--- src/logic/tpwc_regs.vh ---
`ifndef TPWC_REGS_VH
`define TPWC_REGS_VH
// ----------------------------------------
// Register byte offsets
// ----------------------------------------
`define TPWC_OFS_CTL0 8'h00
`define TPWC_OFS_CTL1 8'h04
`define TPWC_OFS_OPT0 8'h08
`define TPWC_OFS_IOC0 8'h0C
`define TPWC_OFS_IOC1 8'h10
`define TPWC_OFS_CCR0 8'h14
`define TPWC_OFS_CCR1 8'h18
`define TPWC_OFS_CNT 8'h1C
`define TPWC_OFS_OVFCLR 8'h20
// ----------------------------------------
// Field positions
// ----------------------------------------
`define TPWC_CTL0_CE 0
`define TPWC_CTL1_MD_HI 2
`define TPWC_CTL1_MD_LO 0
`define TPWC_CTL1_CKS_HI 6
`define TPWC_CTL1_CKS_LO 4
`define TPWC_CTL1_SYE 7
`define TPWC_OPT0_OVF 0
`define TPWC_OPT0_CCS0 1
`define TPWC_OPT0_CCS1 2
`define TPWC_IOC0_OE0 0
`define TPWC_IOC0_OL0 1
`define TPWC_IOC0_OE1 2
`define TPWC_IOC0_OL1 3
`define TPWC_IOC1_IS0_HI 1
`define TPWC_IOC1_IS0_LO 0
`define TPWC_IOC1_IS1_HI 3
`define TPWC_IOC1_IS1_LO 2
`define TPWC_OVFCLR_BIT 0
// ----------------------------------------
// Modes, clock selects, edge selects
// ----------------------------------------
`define TPWC_MD_INTERVAL 3'h0
`define TPWC_MD_EVENT 3'h1
`define TPWC_MD_TRIGGER 3'h2
`define TPWC_MD_ONESHOT 3'h3
`define TPWC_MD_PWM 3'h4
`define TPWC_MD_FREERUN 3'h5
`define TPWC_MD_PWMEAS 3'h6
`define TPWC_CKS_EXT 3'h7
`define TPWC_EDGE_NONE 2'h0
`define TPWC_EDGE_RISE 2'h1
`define TPWC_EDGE_FALL 2'h2
`define TPWC_EDGE_BOTH 2'h3
// ----------------------------------------
// Values
// ----------------------------------------
`define TPWC_CNT_MAX 16'hFFFF
`define TPWC_CNT_ZERO 16'h0000
`define TPWC_PRE_ONES 7'h7F
`define TPWC_REG_RST 8'h00
`define TPWC_WORD_RST 32'h00000000
`define TPWC_HTRANS_NONSEQ 1'b1
`define TPWC_ADDR_LSB 2
`define TPWC_ADDR_HI 7
`endif

--- src/logic/tpwc_timer.v ---
// Our own choices: register access over AHB-Lite and the register addresses.
`timescale 1ns/10ps
`include "tpwc_regs.vh"

// Overview of operation
// [RULE1] Mode 110 measures; count enable starts counter
// [RULE2] Valid edge copies count, clears counter
// [RULE3] Each capture pulses its capture interrupt
// [RULE4] Software uses one input, other edge none
// [RULE5] External clock on input 0, measure input 1
// [RULE6] Past FFFFH: overflow interrupt, wrap, continue
// [RULE7] Overflow sets sticky flag until cleared
// [RULE8] Software adds overflows times 10000H
// [RULE9] Bit clear or option write clears flag; the code clears on an OPT0 write only when OVF is written 0
// [RULE10] Software reads flag before clearing it
// [RULE11] Overflow set beats coincident clear
// [RULE12] Output square wave per mode, none measuring; the code toggles the outputs only in interval, event and free-running modes
// [RULE13] Level 0: low idle, high when counting
// [RULE14] Level 1: high idle, low when counting
// [RULE15] Tuned slave extends fixed master timer
// [RULE16] Tuning only in PWM and free-running
// [RULE17] Compare buffer: write or match transfer
// [RULE18] Tuned slave overflow flag, interrupt held low
// [RULE19] Tuned slave starts with master enable
// [RULE20] Capture edges synchronised, one capture each
// [RULE21] Capture and overflow together both happen
module tpwc_timer (
  input wire clk_in, // 20 MHz clock
  input wire rst_n_in, // Synchronous reset, active low
  input wire hsel_in, // AHB slave select
  input wire [31:0] haddr_in, // AHB address
  input wire [1:0] htrans_in, // AHB transfer type
  input wire hwrite_in, // AHB write
  input wire [2:0] hsize_in, // AHB size
  input wire [31:0] hwdata_in, // AHB write data
  input wire hready_in, // AHB bus ready
  output reg [31:0] hrdata_out, // AHB read data
  output reg hreadyout_out, // AHB slave ready
  output reg hresp_out, // AHB response, always OKAY
  input wire capture_input_0_in, // Capture input 0 / external clock
  input wire capture_input_1_in, // Capture input 1
  input wire master_count_enable_in, // Tuned master count enable
  input wire master_tick_in, // Tuned master count clock pulse
  output reg count_enable_out, // Effective count enable
  output reg count_tick_out, // Count clock pulse for a slave
  output reg timer_output_0_out, // Timer output pin 0
  output reg timer_output_1_out, // Timer output pin 1
  output reg capture_irq_0_out, // Capture/compare 0 interrupt pulse
  output reg capture_irq_1_out, // Capture/compare 1 interrupt pulse
  output reg overflow_irq_out // Overflow interrupt pulse
);

  localparam ST_ADDR = 2'b01;
  localparam ST_DATA = 2'b10;

  // ----------------------------------------
  // Functions
  // ----------------------------------------
  function edge_hit;
    input [1:0] sel;
    input prev;
    input cur;
    begin
      case (sel)
        `TPWC_EDGE_RISE: edge_hit = ~prev & cur;
        `TPWC_EDGE_FALL: edge_hit = prev & ~cur;
        `TPWC_EDGE_BOTH: edge_hit = prev ^ cur;
        default: edge_hit = 1'b0;
      endcase
    end
  endfunction

  function div_hit;
    input [6:0] pre;
    input [2:0] cks;
    reg [6:0] mask;
    begin
      mask = ~(`TPWC_PRE_ONES << cks);
      div_hit = ((pre & mask) == mask);
    end
  endfunction

  // ----------------------------------------
  // Registers
  // ----------------------------------------
  reg [1:0] bus_state_reg;
  reg [7:0] addr_reg;
  reg write_reg;
  reg [7:0] ctl0_reg;
  reg [7:0] ctl1_reg;
  reg [2:0] ccs_reg;
  reg overflow_flag_reg;
  reg [7:0] ioc0_reg;
  reg [7:0] ioc1_reg;
  reg [15:0] ccr0_reg;
  reg [15:0] ccr1_reg;
  reg [15:0] cmp0_reg;
  reg [15:0] cmp1_reg;
  reg [15:0] cnt_reg;
  reg [6:0] pre_reg;
  reg in0_s1_reg, in0_s2_reg, in0_s3_reg;
  reg in1_s1_reg, in1_s2_reg, in1_s3_reg;
  reg pend0_reg;
  reg pend1_reg;
  reg tog0_reg;
  reg tog1_reg;
  reg [31:0] rdata_next;

  // ----------------------------------------
  // Decoded controls
  // ----------------------------------------
  wire [2:0] mode = ctl1_reg[`TPWC_CTL1_MD_HI:`TPWC_CTL1_MD_LO];
  wire [2:0] cks = ctl1_reg[`TPWC_CTL1_CKS_HI:`TPWC_CTL1_CKS_LO];
  wire is_pwmeas = (mode == `TPWC_MD_PWMEAS);
  wire is_freerun = (mode == `TPWC_MD_FREERUN);
  wire is_interval = (mode == `TPWC_MD_INTERVAL) | (mode == `TPWC_MD_EVENT);
  // Tuning is honoured only in the two modes that support it
  wire tuned = ctl1_reg[`TPWC_CTL1_SYE] & (is_freerun | (mode == `TPWC_MD_PWM)); // [RULE16]
  wire ce_eff = tuned ? master_count_enable_in : ctl0_reg[`TPWC_CTL0_CE]; // [RULE1] [RULE19]
  wire ext_rise = ~in0_s3_reg & in0_s2_reg;
  wire tick_raw = tuned ? master_tick_in :
                  (cks == `TPWC_CKS_EXT) ? ext_rise : div_hit(pre_reg, cks); // [RULE15]
  wire tick = ce_eff & tick_raw;
  wire edge0 = edge_hit(ioc1_reg[`TPWC_IOC1_IS0_HI:`TPWC_IOC1_IS0_LO], in0_s3_reg, in0_s2_reg); // [RULE20]
  wire edge1 = edge_hit(ioc1_reg[`TPWC_IOC1_IS1_HI:`TPWC_IOC1_IS1_LO], in1_s3_reg, in1_s2_reg); // [RULE20]
  wire cap_en0 = is_pwmeas | (is_freerun & ccs_reg[0]);
  wire cap_en1 = is_pwmeas | (is_freerun & ccs_reg[1]);
  wire cap0 = tick & cap_en0 & pend0_reg;
  wire cap1 = tick & cap_en1 & pend1_reg;
  wire match0 = tick & ~cap_en0 & (cnt_reg == cmp0_reg);
  wire match1 = tick & ~cap_en1 & (cnt_reg == cmp1_reg);
  wire clr_cnt = (is_pwmeas & (cap0 | cap1)) | (is_interval & match0); // [RULE2]
  // A slave in tuned operation never reports its own overflow
  wire ovf_event = tick & (cnt_reg == `TPWC_CNT_MAX) & ~tuned & ~(is_interval & match0); // [RULE6] [RULE18]

  wire bus_acc = hsel_in & htrans_in[1] & hready_in & bus_state_reg[0];
  wire wr_now = bus_state_reg[1] & write_reg;
  wire wr_opt0 = wr_now & (addr_reg == `TPWC_OFS_OPT0);
  wire ovf_clr = (wr_opt0 & ~hwdata_in[`TPWC_OPT0_OVF]) |
                 (wr_now & (addr_reg == `TPWC_OFS_OVFCLR) & hwdata_in[`TPWC_OVFCLR_BIT]); // [RULE9]
  wire wr_ccr0 = wr_now & (addr_reg == `TPWC_OFS_CCR0);
  wire wr_ccr1 = wr_now & (addr_reg == `TPWC_OFS_CCR1);
  wire out0_act = ioc0_reg[`TPWC_IOC0_OE0] & ce_eff;
  wire out1_act = ioc0_reg[`TPWC_IOC0_OE1] & ce_eff;

  // ----------------------------------------
  // AHB-Lite slave, one wait state per access
  // ----------------------------------------
  always @* begin
    case (addr_reg)
      `TPWC_OFS_CTL0: rdata_next = {24'h000000, ctl0_reg};
      `TPWC_OFS_CTL1: rdata_next = {24'h000000, ctl1_reg};
      `TPWC_OFS_OPT0: rdata_next = {29'h00000000, ccs_reg[1:0], overflow_flag_reg};
      `TPWC_OFS_IOC0: rdata_next = {24'h000000, ioc0_reg};
      `TPWC_OFS_IOC1: rdata_next = {24'h000000, ioc1_reg};
      `TPWC_OFS_CCR0: rdata_next = {16'h0000, ccr0_reg};
      `TPWC_OFS_CCR1: rdata_next = {16'h0000, ccr1_reg};
      `TPWC_OFS_CNT: rdata_next = {16'h0000, cnt_reg};
      default: rdata_next = `TPWC_WORD_RST;
    endcase
  end

  always @(posedge clk_in) begin
    if (!rst_n_in) begin
      bus_state_reg <= ST_ADDR;
      addr_reg <= `TPWC_REG_RST;
      write_reg <= 1'b0;
      hrdata_out <= `TPWC_WORD_RST;
      hreadyout_out <= 1'b1;
      hresp_out <= 1'b0;
    end else begin
      hresp_out <= 1'b0;
      case (bus_state_reg)
        ST_ADDR: begin
          if (bus_acc) begin
            addr_reg <= {haddr_in[`TPWC_ADDR_HI:`TPWC_ADDR_LSB], 2'b00};
            write_reg <= hwrite_in;
            hreadyout_out <= 1'b0;
            bus_state_reg <= ST_DATA;
          end
        end
        ST_DATA: begin
          if (!write_reg) begin
            hrdata_out <= rdata_next;
          end
          hreadyout_out <= 1'b1;
          bus_state_reg <= ST_ADDR;
        end
        default: begin
          hreadyout_out <= 1'b1;
          bus_state_reg <= ST_ADDR;
        end
      endcase
    end
  end

  // ----------------------------------------
  // Control registers
  // ----------------------------------------
  always @(posedge clk_in) begin
    if (!rst_n_in) begin
      ctl0_reg <= `TPWC_REG_RST;
      ctl1_reg <= `TPWC_REG_RST;
      ccs_reg <= 3'h0;
      ioc0_reg <= `TPWC_REG_RST;
      ioc1_reg <= `TPWC_REG_RST;
    end else if (wr_now) begin
      case (addr_reg)
        `TPWC_OFS_CTL0: ctl0_reg <= hwdata_in[7:0];
        `TPWC_OFS_CTL1: ctl1_reg <= hwdata_in[7:0];
        `TPWC_OFS_OPT0: ccs_reg <= {1'b0, hwdata_in[`TPWC_OPT0_CCS1], hwdata_in[`TPWC_OPT0_CCS0]};
        `TPWC_OFS_IOC0: ioc0_reg <= hwdata_in[7:0];
        `TPWC_OFS_IOC1: ioc1_reg <= hwdata_in[7:0];
        default: ctl0_reg <= ctl0_reg;
      endcase
    end
  end

  // ----------------------------------------
  // Input synchronisers and edge pending
  // ----------------------------------------
  always @(posedge clk_in) begin
    if (!rst_n_in) begin
      in0_s1_reg <= 1'b0;
      in0_s2_reg <= 1'b0;
      in0_s3_reg <= 1'b0;
      in1_s1_reg <= 1'b0;
      in1_s2_reg <= 1'b0;
      in1_s3_reg <= 1'b0;
      pend0_reg <= 1'b0;
      pend1_reg <= 1'b0;
      pre_reg <= 7'h00;
    end else begin
      in0_s1_reg <= capture_input_0_in;
      in0_s2_reg <= in0_s1_reg;
      in0_s3_reg <= in0_s2_reg;
      in1_s1_reg <= capture_input_1_in;
      in1_s2_reg <= in1_s1_reg;
      in1_s3_reg <= in1_s2_reg;
      pre_reg <= ce_eff ? pre_reg + 7'h01 : 7'h00;
      // Edge held until next count clock, so one capture per edge
      pend0_reg <= ce_eff & ((pend0_reg & ~tick) | edge0); // [RULE20]
      pend1_reg <= ce_eff & ((pend1_reg & ~tick) | edge1); // [RULE20]
    end
  end

  // ----------------------------------------
  // Counter, capture, compare, overflow
  // ----------------------------------------
  always @(posedge clk_in) begin
    if (!rst_n_in) begin
      cnt_reg <= `TPWC_CNT_ZERO;
      ccr0_reg <= `TPWC_CNT_ZERO;
      ccr1_reg <= `TPWC_CNT_ZERO;
      cmp0_reg <= `TPWC_CNT_ZERO;
      cmp1_reg <= `TPWC_CNT_ZERO;
      overflow_flag_reg <= 1'b0;
      tog0_reg <= 1'b0;
      tog1_reg <= 1'b0;
      capture_irq_0_out <= 1'b0;
      capture_irq_1_out <= 1'b0;
      overflow_irq_out <= 1'b0;
    end else begin
      if (!ce_eff) begin
        cnt_reg <= `TPWC_CNT_ZERO;
        tog0_reg <= 1'b0;
        tog1_reg <= 1'b0;
      end else if (tick) begin
        cnt_reg <= clr_cnt ? `TPWC_CNT_ZERO : cnt_reg + 16'h0001; // [RULE2] [RULE6] [RULE21]
        tog0_reg <= tog0_reg ^ ((is_interval | is_freerun) & match0); // [RULE12]
        tog1_reg <= tog1_reg ^ ((is_interval & match0) | (is_freerun & match1)); // [RULE12]
      end
      // Captures win over bus writes to the same register
      if (cap0) begin
        ccr0_reg <= cnt_reg; // [RULE2]
      end else if (wr_ccr0) begin
        ccr0_reg <= hwdata_in[15:0];
      end
      if (cap1) begin
        ccr1_reg <= cnt_reg; // [RULE2]
      end else if (wr_ccr1) begin
        ccr1_reg <= hwdata_in[15:0];
      end
      // Every mode loads the compare while stopped or at match; free-running mode also loads it at write
      if (!ce_eff | (is_freerun & wr_ccr0) | match0) begin
        cmp0_reg <= wr_ccr0 ? hwdata_in[15:0] : ccr0_reg; // [RULE17]
      end
      if (!ce_eff | (is_freerun & wr_ccr1) | match1) begin
        cmp1_reg <= wr_ccr1 ? hwdata_in[15:0] : ccr1_reg; // [RULE17]
      end
      capture_irq_0_out <= cap0 | match0; // [RULE3]
      capture_irq_1_out <= cap1 | match1; // [RULE3]
      overflow_irq_out <= ovf_event; // [RULE6]
      if (tuned) begin
        overflow_flag_reg <= 1'b0; // [RULE18]
      end else if (ovf_event) begin
        overflow_flag_reg <= 1'b1; // [RULE7] [RULE11] [RULE21]
      end else if (ovf_clr) begin
        overflow_flag_reg <= 1'b0; // [RULE9]
      end
    end
  end

  // ----------------------------------------
  // Output pins
  // ----------------------------------------
  // Measuring mode never toggles, so pins sit at their start level
  always @(posedge clk_in) begin
    if (!rst_n_in) begin
      timer_output_0_out <= 1'b0;
      timer_output_1_out <= 1'b0;
      count_enable_out <= 1'b0;
      count_tick_out <= 1'b0;
    end else begin
      timer_output_0_out <= ioc0_reg[`TPWC_IOC0_OL0] ^ (out0_act & ~tog0_reg); // [RULE13] [RULE14]
      timer_output_1_out <= ioc0_reg[`TPWC_IOC0_OL1] ^ (out1_act & ~tog1_reg); // [RULE13] [RULE14] [RULE12]
      count_enable_out <= ce_eff;
      count_tick_out <= tick;
    end
  end

endmodule

--- config.mk ---
export PLATFORM = sky130hd
export DESIGN_NAME = tpwc_timer
export DESIGN_NICKNAME = d
export VERILOG_FILES = /design/src/logic/tpwc_timer.v
export VERILOG_INCLUDE_DIRS = /design/src /design/src/logic
export SDC_FILE = /design/constraint.sdc
export NUM_CORES = 1
export LEC_CHECK = 0
export BUFFER_PORTS_ARGS = -buffer_cell sky130_fd_sc_hd__buf_2
export CAP_MARGIN = 20
export CORE_MARGIN = 2
export CORE_UTILIZATION = 40
export DETAILED_ROUTE_END_ITERATION = 7
export PLACE_DENSITY = 0.57
export REMOVE_ABC_BUFFERS = 1
export SLEW_MARGIN = 40
export SYNTH_ARGS = -nofsm -noshare
export SYNTH_HDL_FRONTEND = slang
export SYNTH_SLANG_ARGS = --single-unit
--- constraint.sdc ---
create_clock -name clk_in -period 6.48 [get_ports clk_in]
set_clock_uncertainty 0.1 [all_clocks]
set_input_delay 1.296 -clock clk_in [delete_from_list [all_inputs] [get_ports clk_in]]
set_output_delay 1.296 -clock clk_in [all_outputs]
set_load 0.005 [all_outputs]
After elaboration in Yosys (flattened, before gate mapping)
Index checks and enable logic that the tools add are counted.
{ "totals": {"register_bits": 181} }
{ "classes": {"addsub": 2, "n_eq_ne": 25, "n_shift": 1, "mux": 13, "n_bitwise": 82, "n_reduce_logical": 14} }
{ "op_table": {"columns": ["operator", "count"], "rows": [
  ["16-bit one-hot mux with 8 select lines", 1],
  ["16-bit two-way mux", 5],
  ["1-bit AND", 43],
  ["16-bit equality test", 2],
  ["6-bit by 3-bit equality test with 1-bit output (second input constant)", 4],
  ["2-bit AND reduction", 9],
  ["1-bit bitwise OR", 17],
  ["16-bit by 1-bit adder with 16-bit output (second input constant)", 1],
  ["16-bit equality test (second input constant)", 1],
  ["1-bit inverter", 14],
  ["3-bit equality test (second input constant)", 4],
  ["6-bit by 2-bit equality test with 1-bit output (second input constant)", 2],
  ["2-bit equality test (second input constant)", 5],
  ["8-bit logical NOT", 1],
  ["7-bit by 1-bit adder with 7-bit output (second input constant)", 1],
  ["7-bit AND", 1],
  ["7-bit equality test", 1],
  ["7-bit inverter", 1],
  ["7-bit by 3-bit left shift with 7-bit output (first input constant)", 1],
  ["2-bit by 1-bit equality test with 1-bit output (second input constant)", 3],
  ["6-bit by 1-bit equality test with 1-bit output (second input constant)", 1],
  ["6-bit by 4-bit equality test with 1-bit output (second input constant)", 1],
  ["1-bit one-hot mux with 3 select lines", 2],
  ["1-bit bitwise XOR", 6],
  ["other kinds (6)", 10]
]} }

Depth between registers and ports, before layout
{ "logic_depth": {"word_depth": 13, "mapped_depth": 10} }

Least setup slack after synthesis
Ideal clock, no wire load.
{ "synth_timing": {"path_kind": "in2reg", "from": "in master_count_enable_in", "to": "reg cmp1_reg[14]", "setup_time_ns": 0.124, "arrival_ns": 2.654, "required_ns": 6.256, "slack_ns": 3.602, "stages": 7, "n_path_buf": 2, "cell_sequence": "and4b_1 a22oi_2 nor4_4 or2_0 clkbuf_2 buf_2 a21oi_1"} }
{ "synth_via": {"elab_chain_len": 5} }
{ "synth_rtl": {"columns": ["element", "line", "source"], "rows": [
  ["start: declaration", "tpwc_timer.v:42", "input wire master_count_enable_in,"],
  ["1-bit two-way mux *", "tpwc_timer.v:119", "wire ce_eff = tuned ? master_count_enable_in : ctl0_reg[`TPWC_CTL0_CE];"],
  ["1-bit AND", "tpwc_timer.v:123", "wire tick = ce_eff & tick_raw;"],
  ["1-bit AND (2 in series)", "tpwc_timer.v:131", "wire match1 = tick & ~cap_en1 & (cnt_reg == cmp1_reg);"],
  ["1-bit bitwise OR *", "tpwc_timer.v:288", "if (!ce_eff | (is_freerun & wr_ccr1) | match1) begin"],
  ["end signal: assignment", "tpwc_timer.v:256", "cmp1_reg <= `TPWC_CNT_ZERO;"],
  ["end signal: assignment", "tpwc_timer.v:289", "cmp1_reg <= wr_ccr1 ? hwdata_in[15:0] : ccr1_reg;"],
  ["end: declaration", "tpwc_timer.v:98", "reg [15:0] cmp1_reg;"]
]} }
Every way passes the cells marked *; elsewhere a longest branch is shown, timed or not.
A chain may end at the register's enable or synchronous reset.

Final worst setup path
{ "layout_timing": {"from": "reg addr_reg[2]", "to": "reg cmp1_reg[4]"} }
{ "layout_via": {"elab_chain_len": 5} }
{ "layout_rtl": {"columns": ["element", "line", "source"], "rows": [
  ["start: declaration", "tpwc_timer.v:87", "reg [7:0] addr_reg;"],
  ["start signal: assignment", "tpwc_timer.v:166", "addr_reg <= `TPWC_REG_RST;"],
  ["start signal: assignment", "tpwc_timer.v:176", "addr_reg <= {haddr_in[`TPWC_ADDR_HI:`TPWC_ADDR_LSB], 2'b00};"],
  ["6-bit by 3-bit equality test with 1-bit output *", null, null],
  ["1-bit AND *", "tpwc_timer.v:142", "wire wr_ccr1 = wr_now & (addr_reg == `TPWC_OFS_CCR1);"],
  ["1-bit AND", "tpwc_timer.v:288", null],
  ["1-bit bitwise OR (2 in series)", "tpwc_timer.v:288", null]
]} }
Marked as above.

==> results.json <==
{
  "status": "complete, no violations",
  "yosysWarningCount": 0,
  "worst_hold_startpoint": "in1_s1_reg",
  "critPathMaxFanout": 21,
  "drtIter0Drc": 463,
  "dp_hpwl_um": 14100,
  "tns_ns": 0,
  "vdd_drop_max_mv": 0.184,
  "endpoint": "cmp1_reg[4]",
  "worstReg2RegStart": "addr_reg[2]",
  "worstMarginPinSlew_ns": 0.761,
  "async_flop_share_pct": 0,
  "setup_viol": 0,
  "antenna_found_initial": 0,
  "tritoncts": "built",
  "cts_resized": 0,
  "reg2reg_depth": 10,
  "arrival_ns": 3.31,
  "grt_pass1_wl_um": 33200,
  "ant_nets": 0,
  "drive_gt1_share_pct": 16.4,
  "utilization_pct": 45.7,
  "clk_latency_ns": 0.43,
  "die_area_um2": 20600,
  "place_ws_ns": 3.08,
  "dr_wl_met2_um": 9860,
  "fin_hold_ws_ns": 0.333,
  "period_share_pct": 48.3,
  "dr.pass1.iters": 5,
  "ys_ff_latch": 163,
  "rsz0062_at_grt": "no",
  "syn_avg_cell_area_um2": 8.81,
  "portBuffers": 55,
  "clock.fmax_mhz": 320,
  "syn2layout_area_growth_pct": 12.9,
  "cp_cell_sequence": "buf_4 -> nor2b_1 -> buf_4 -> and4_1 -> buf_4 -> nand3_1 -> nand2_1 -> buf_4 -> or2_1 -> a21oi_1",
  "cts.reportedPaths.clkPinSlew_ns": 0.07,
  "rows": 51,
  "synth_cell_type_count": 65,
  "end_kind": "flop",
  "wl_per_cell_um": 17.9,
  "yosysTopAreaCell": "dfxtp_1",
  "yosysTopAreaCellShare_pct": 41.8,
  "crit_slowest_cell": "or2_1",
  "clock_sinks": 163,
  "post_cts.repair.setup_buffers": 0,
  "synth_edf_count": 0,
  "cts_made_buffers": 17,
  "grt_pass1_vias": 5940,
  "ctsHtreeMaxLevel": 4,
  "yosysSeqAreaShare_pct": 41.8,
  "die_h_um": 144,
  "wl_met1_um": 9980,
  "finalWorstSetupSlack_ns": 3.35,
  "nNetsFinal": 986,
  "top_layer_used": "met4",
  "cp_common_cell": "buf_4",
  "grt_max_degree": 56,
  "final-hold-violation-count": 0,
  "syn_inst": 885,
  "routabilityCongestion": 0.817,
  "track_usage_pct": 21.0,
  "via_per_inst": 5.39,
  "min_period_ns": 3.13,
  "ios": 119,
  "routed-wl-met3_um": 1020,
  "core_area_um2": 19300,
  "required_ns": 6.66,
  "worst_setup_path_start_kind": "flop",
  "start_util_pct": 40.5,
  "synth_area_leaders": "dfxtp_1 (42%), mux2i_1 (7.3%), a21oi_1 (5.6%)",
  "r2r_slack_ns": 3.35,
  "cap_violations": 0,
  "syn_area_um2": 7800,
  "grt-ovfl-total": 0,
  "drv_slew": 0,
  "max_stage_delay_ns": 0.55,
  "synth_ff_type": "dfxtp_1",
  "root_buffer": "clkbuf_16",
  "dr_total_vias": 6350,
  "routed_wl_um": 21100,
  "worst-setup-path-type": "reg -> reg",
  "power_leakage_nw": 3.32,
  "powerDensity_nw_per_um2": 245,
  "r2r-end": "cmp1_reg[4]",
  "relSlewSlack_pct": 49.1,
  "cts_hold_buffers": 0,
  "drc": 0,
  "startpoint": "addr_reg[2]",
  "die_x_um": 144,
  "cts_buffer_depth": 2,
  "worstHoldPathType": "reg -> reg",
  "diodes": 0
}
[cell usage after synthesis (8+ instances only)]
master and instances:
nand3_1 38, mux2i_1 57, a22oi_1 18, a211oi_1 14, buf_4 19, nor4_1 17
o21ai_0 25, buf_2 10, xnor2_1 23, a21oi_2 11, dfxtp_1 163, nand4_1 11
a21oi_1 88, clkbuf_1 53, inv_1 13, nor2_1 106, nand2_1 47, o31ai_1 32
xor2_1 29, mux2_2 15, and2_1 8
[cell families (layout without fill, tap and decap cells)]
logic type                 Yosys count  count (layout)  synth area share (%)
xor gates and xnor gates            52              52                  5.84
adders and majority gates            6               6                 0.962
DFF                                163             163                  41.8
buffers and inverters              104             117                  6.35
and+or+nand+nor                    271             271                  17.1
AOI/OAI and AO/OA                  213             213                  17.5
other                                1              17                0.0481
muxes                               75              75                  10.3
[critical path, delay by kind of cell, from the launching register on]
family          cells  cell delay (ns)
buf+inv             4             1.14
simple gates        5             1.12
flops               1             0.46
compound gates      1             0.15
[where the power goes]
group | leakage (nW) | internal, W | total (W) | switching (W)
combinational | 1.71 | 0.0000245 | 0.0000770 | 0.0000525
sequential | 1.31 | 0.00101 | 0.00101 | 0.00000319
clock | 0.298 | 0.000653 | 0.00107 | 0.000422
total | 3.32 | 0.00168 | 0.00216 | 0.000478
[metal layers]
layer	vias to the layer above	track usage [%]
li1	3144	-
met3	20	3.97
met5	-	0
met4	0	5.57
met2	155	34.2
met1	3031	28.6
[worst min path at each step]
stage          slack, ns  cells past startpoint         end
2_1_floorplan       0.31                      1  in0_s2_reg
3_3_place_gp        0.31                      1  in1_s2_reg
3_5_place_dp        0.32                      1  in0_s2_reg
4_1_cts             0.34                      1  in1_s2_reg
5_1_grt             0.35                      1  in1_s2_reg
6_report            0.33                      1  in1_s2_reg
[per-stage QoR]
stage	std cells	total power, W	instance area [um2]
floorplan	810	0.00107	7410
global placement	1148	0.00111	8170
detailed placement	1148	0.00111	8180
CTS	1179	0.00218	8800
global route	1179	0.00223	8800
finish	1179	0.00216	8800
[cell type report]
cell class,instances,area (um2)
repair buffers,73,410
flip-flops and latches,163,3260
inverters,13,51.3
well taps,265,332
multi-input cells,634,4130
clock buffers,18,439
clock inverters,13,184
fillers,1929,10500
[placed cells by master (no fill, tap or decap), types with 4 or more instances in the layout]
cell	n
and3_1	6
a22oi_1	18
bufinv_16	4
and2_1	8
buf_2	55
conb_1	17
a211oi_1	14
nand2b_1	4
nand4_1	11
nor4_1	15
nand2_1	47
nand3_1	38
o21ai_0	25
nor2_1	106
a221oi_1	5
inv_1	12
mux2_2	15
ha_1	6
clkbuf_16	17
a21oi_2	10
nand3b_1	4
nor2b_1	5
buf_4	18
mux2i_1	57
xor2_1	29
xnor2_1	23
a21oi_1	88
o31ai_1	32
nor3_1	4
dfxtp_1	163
No activity file was read; power rests on OpenSTA's default activity.
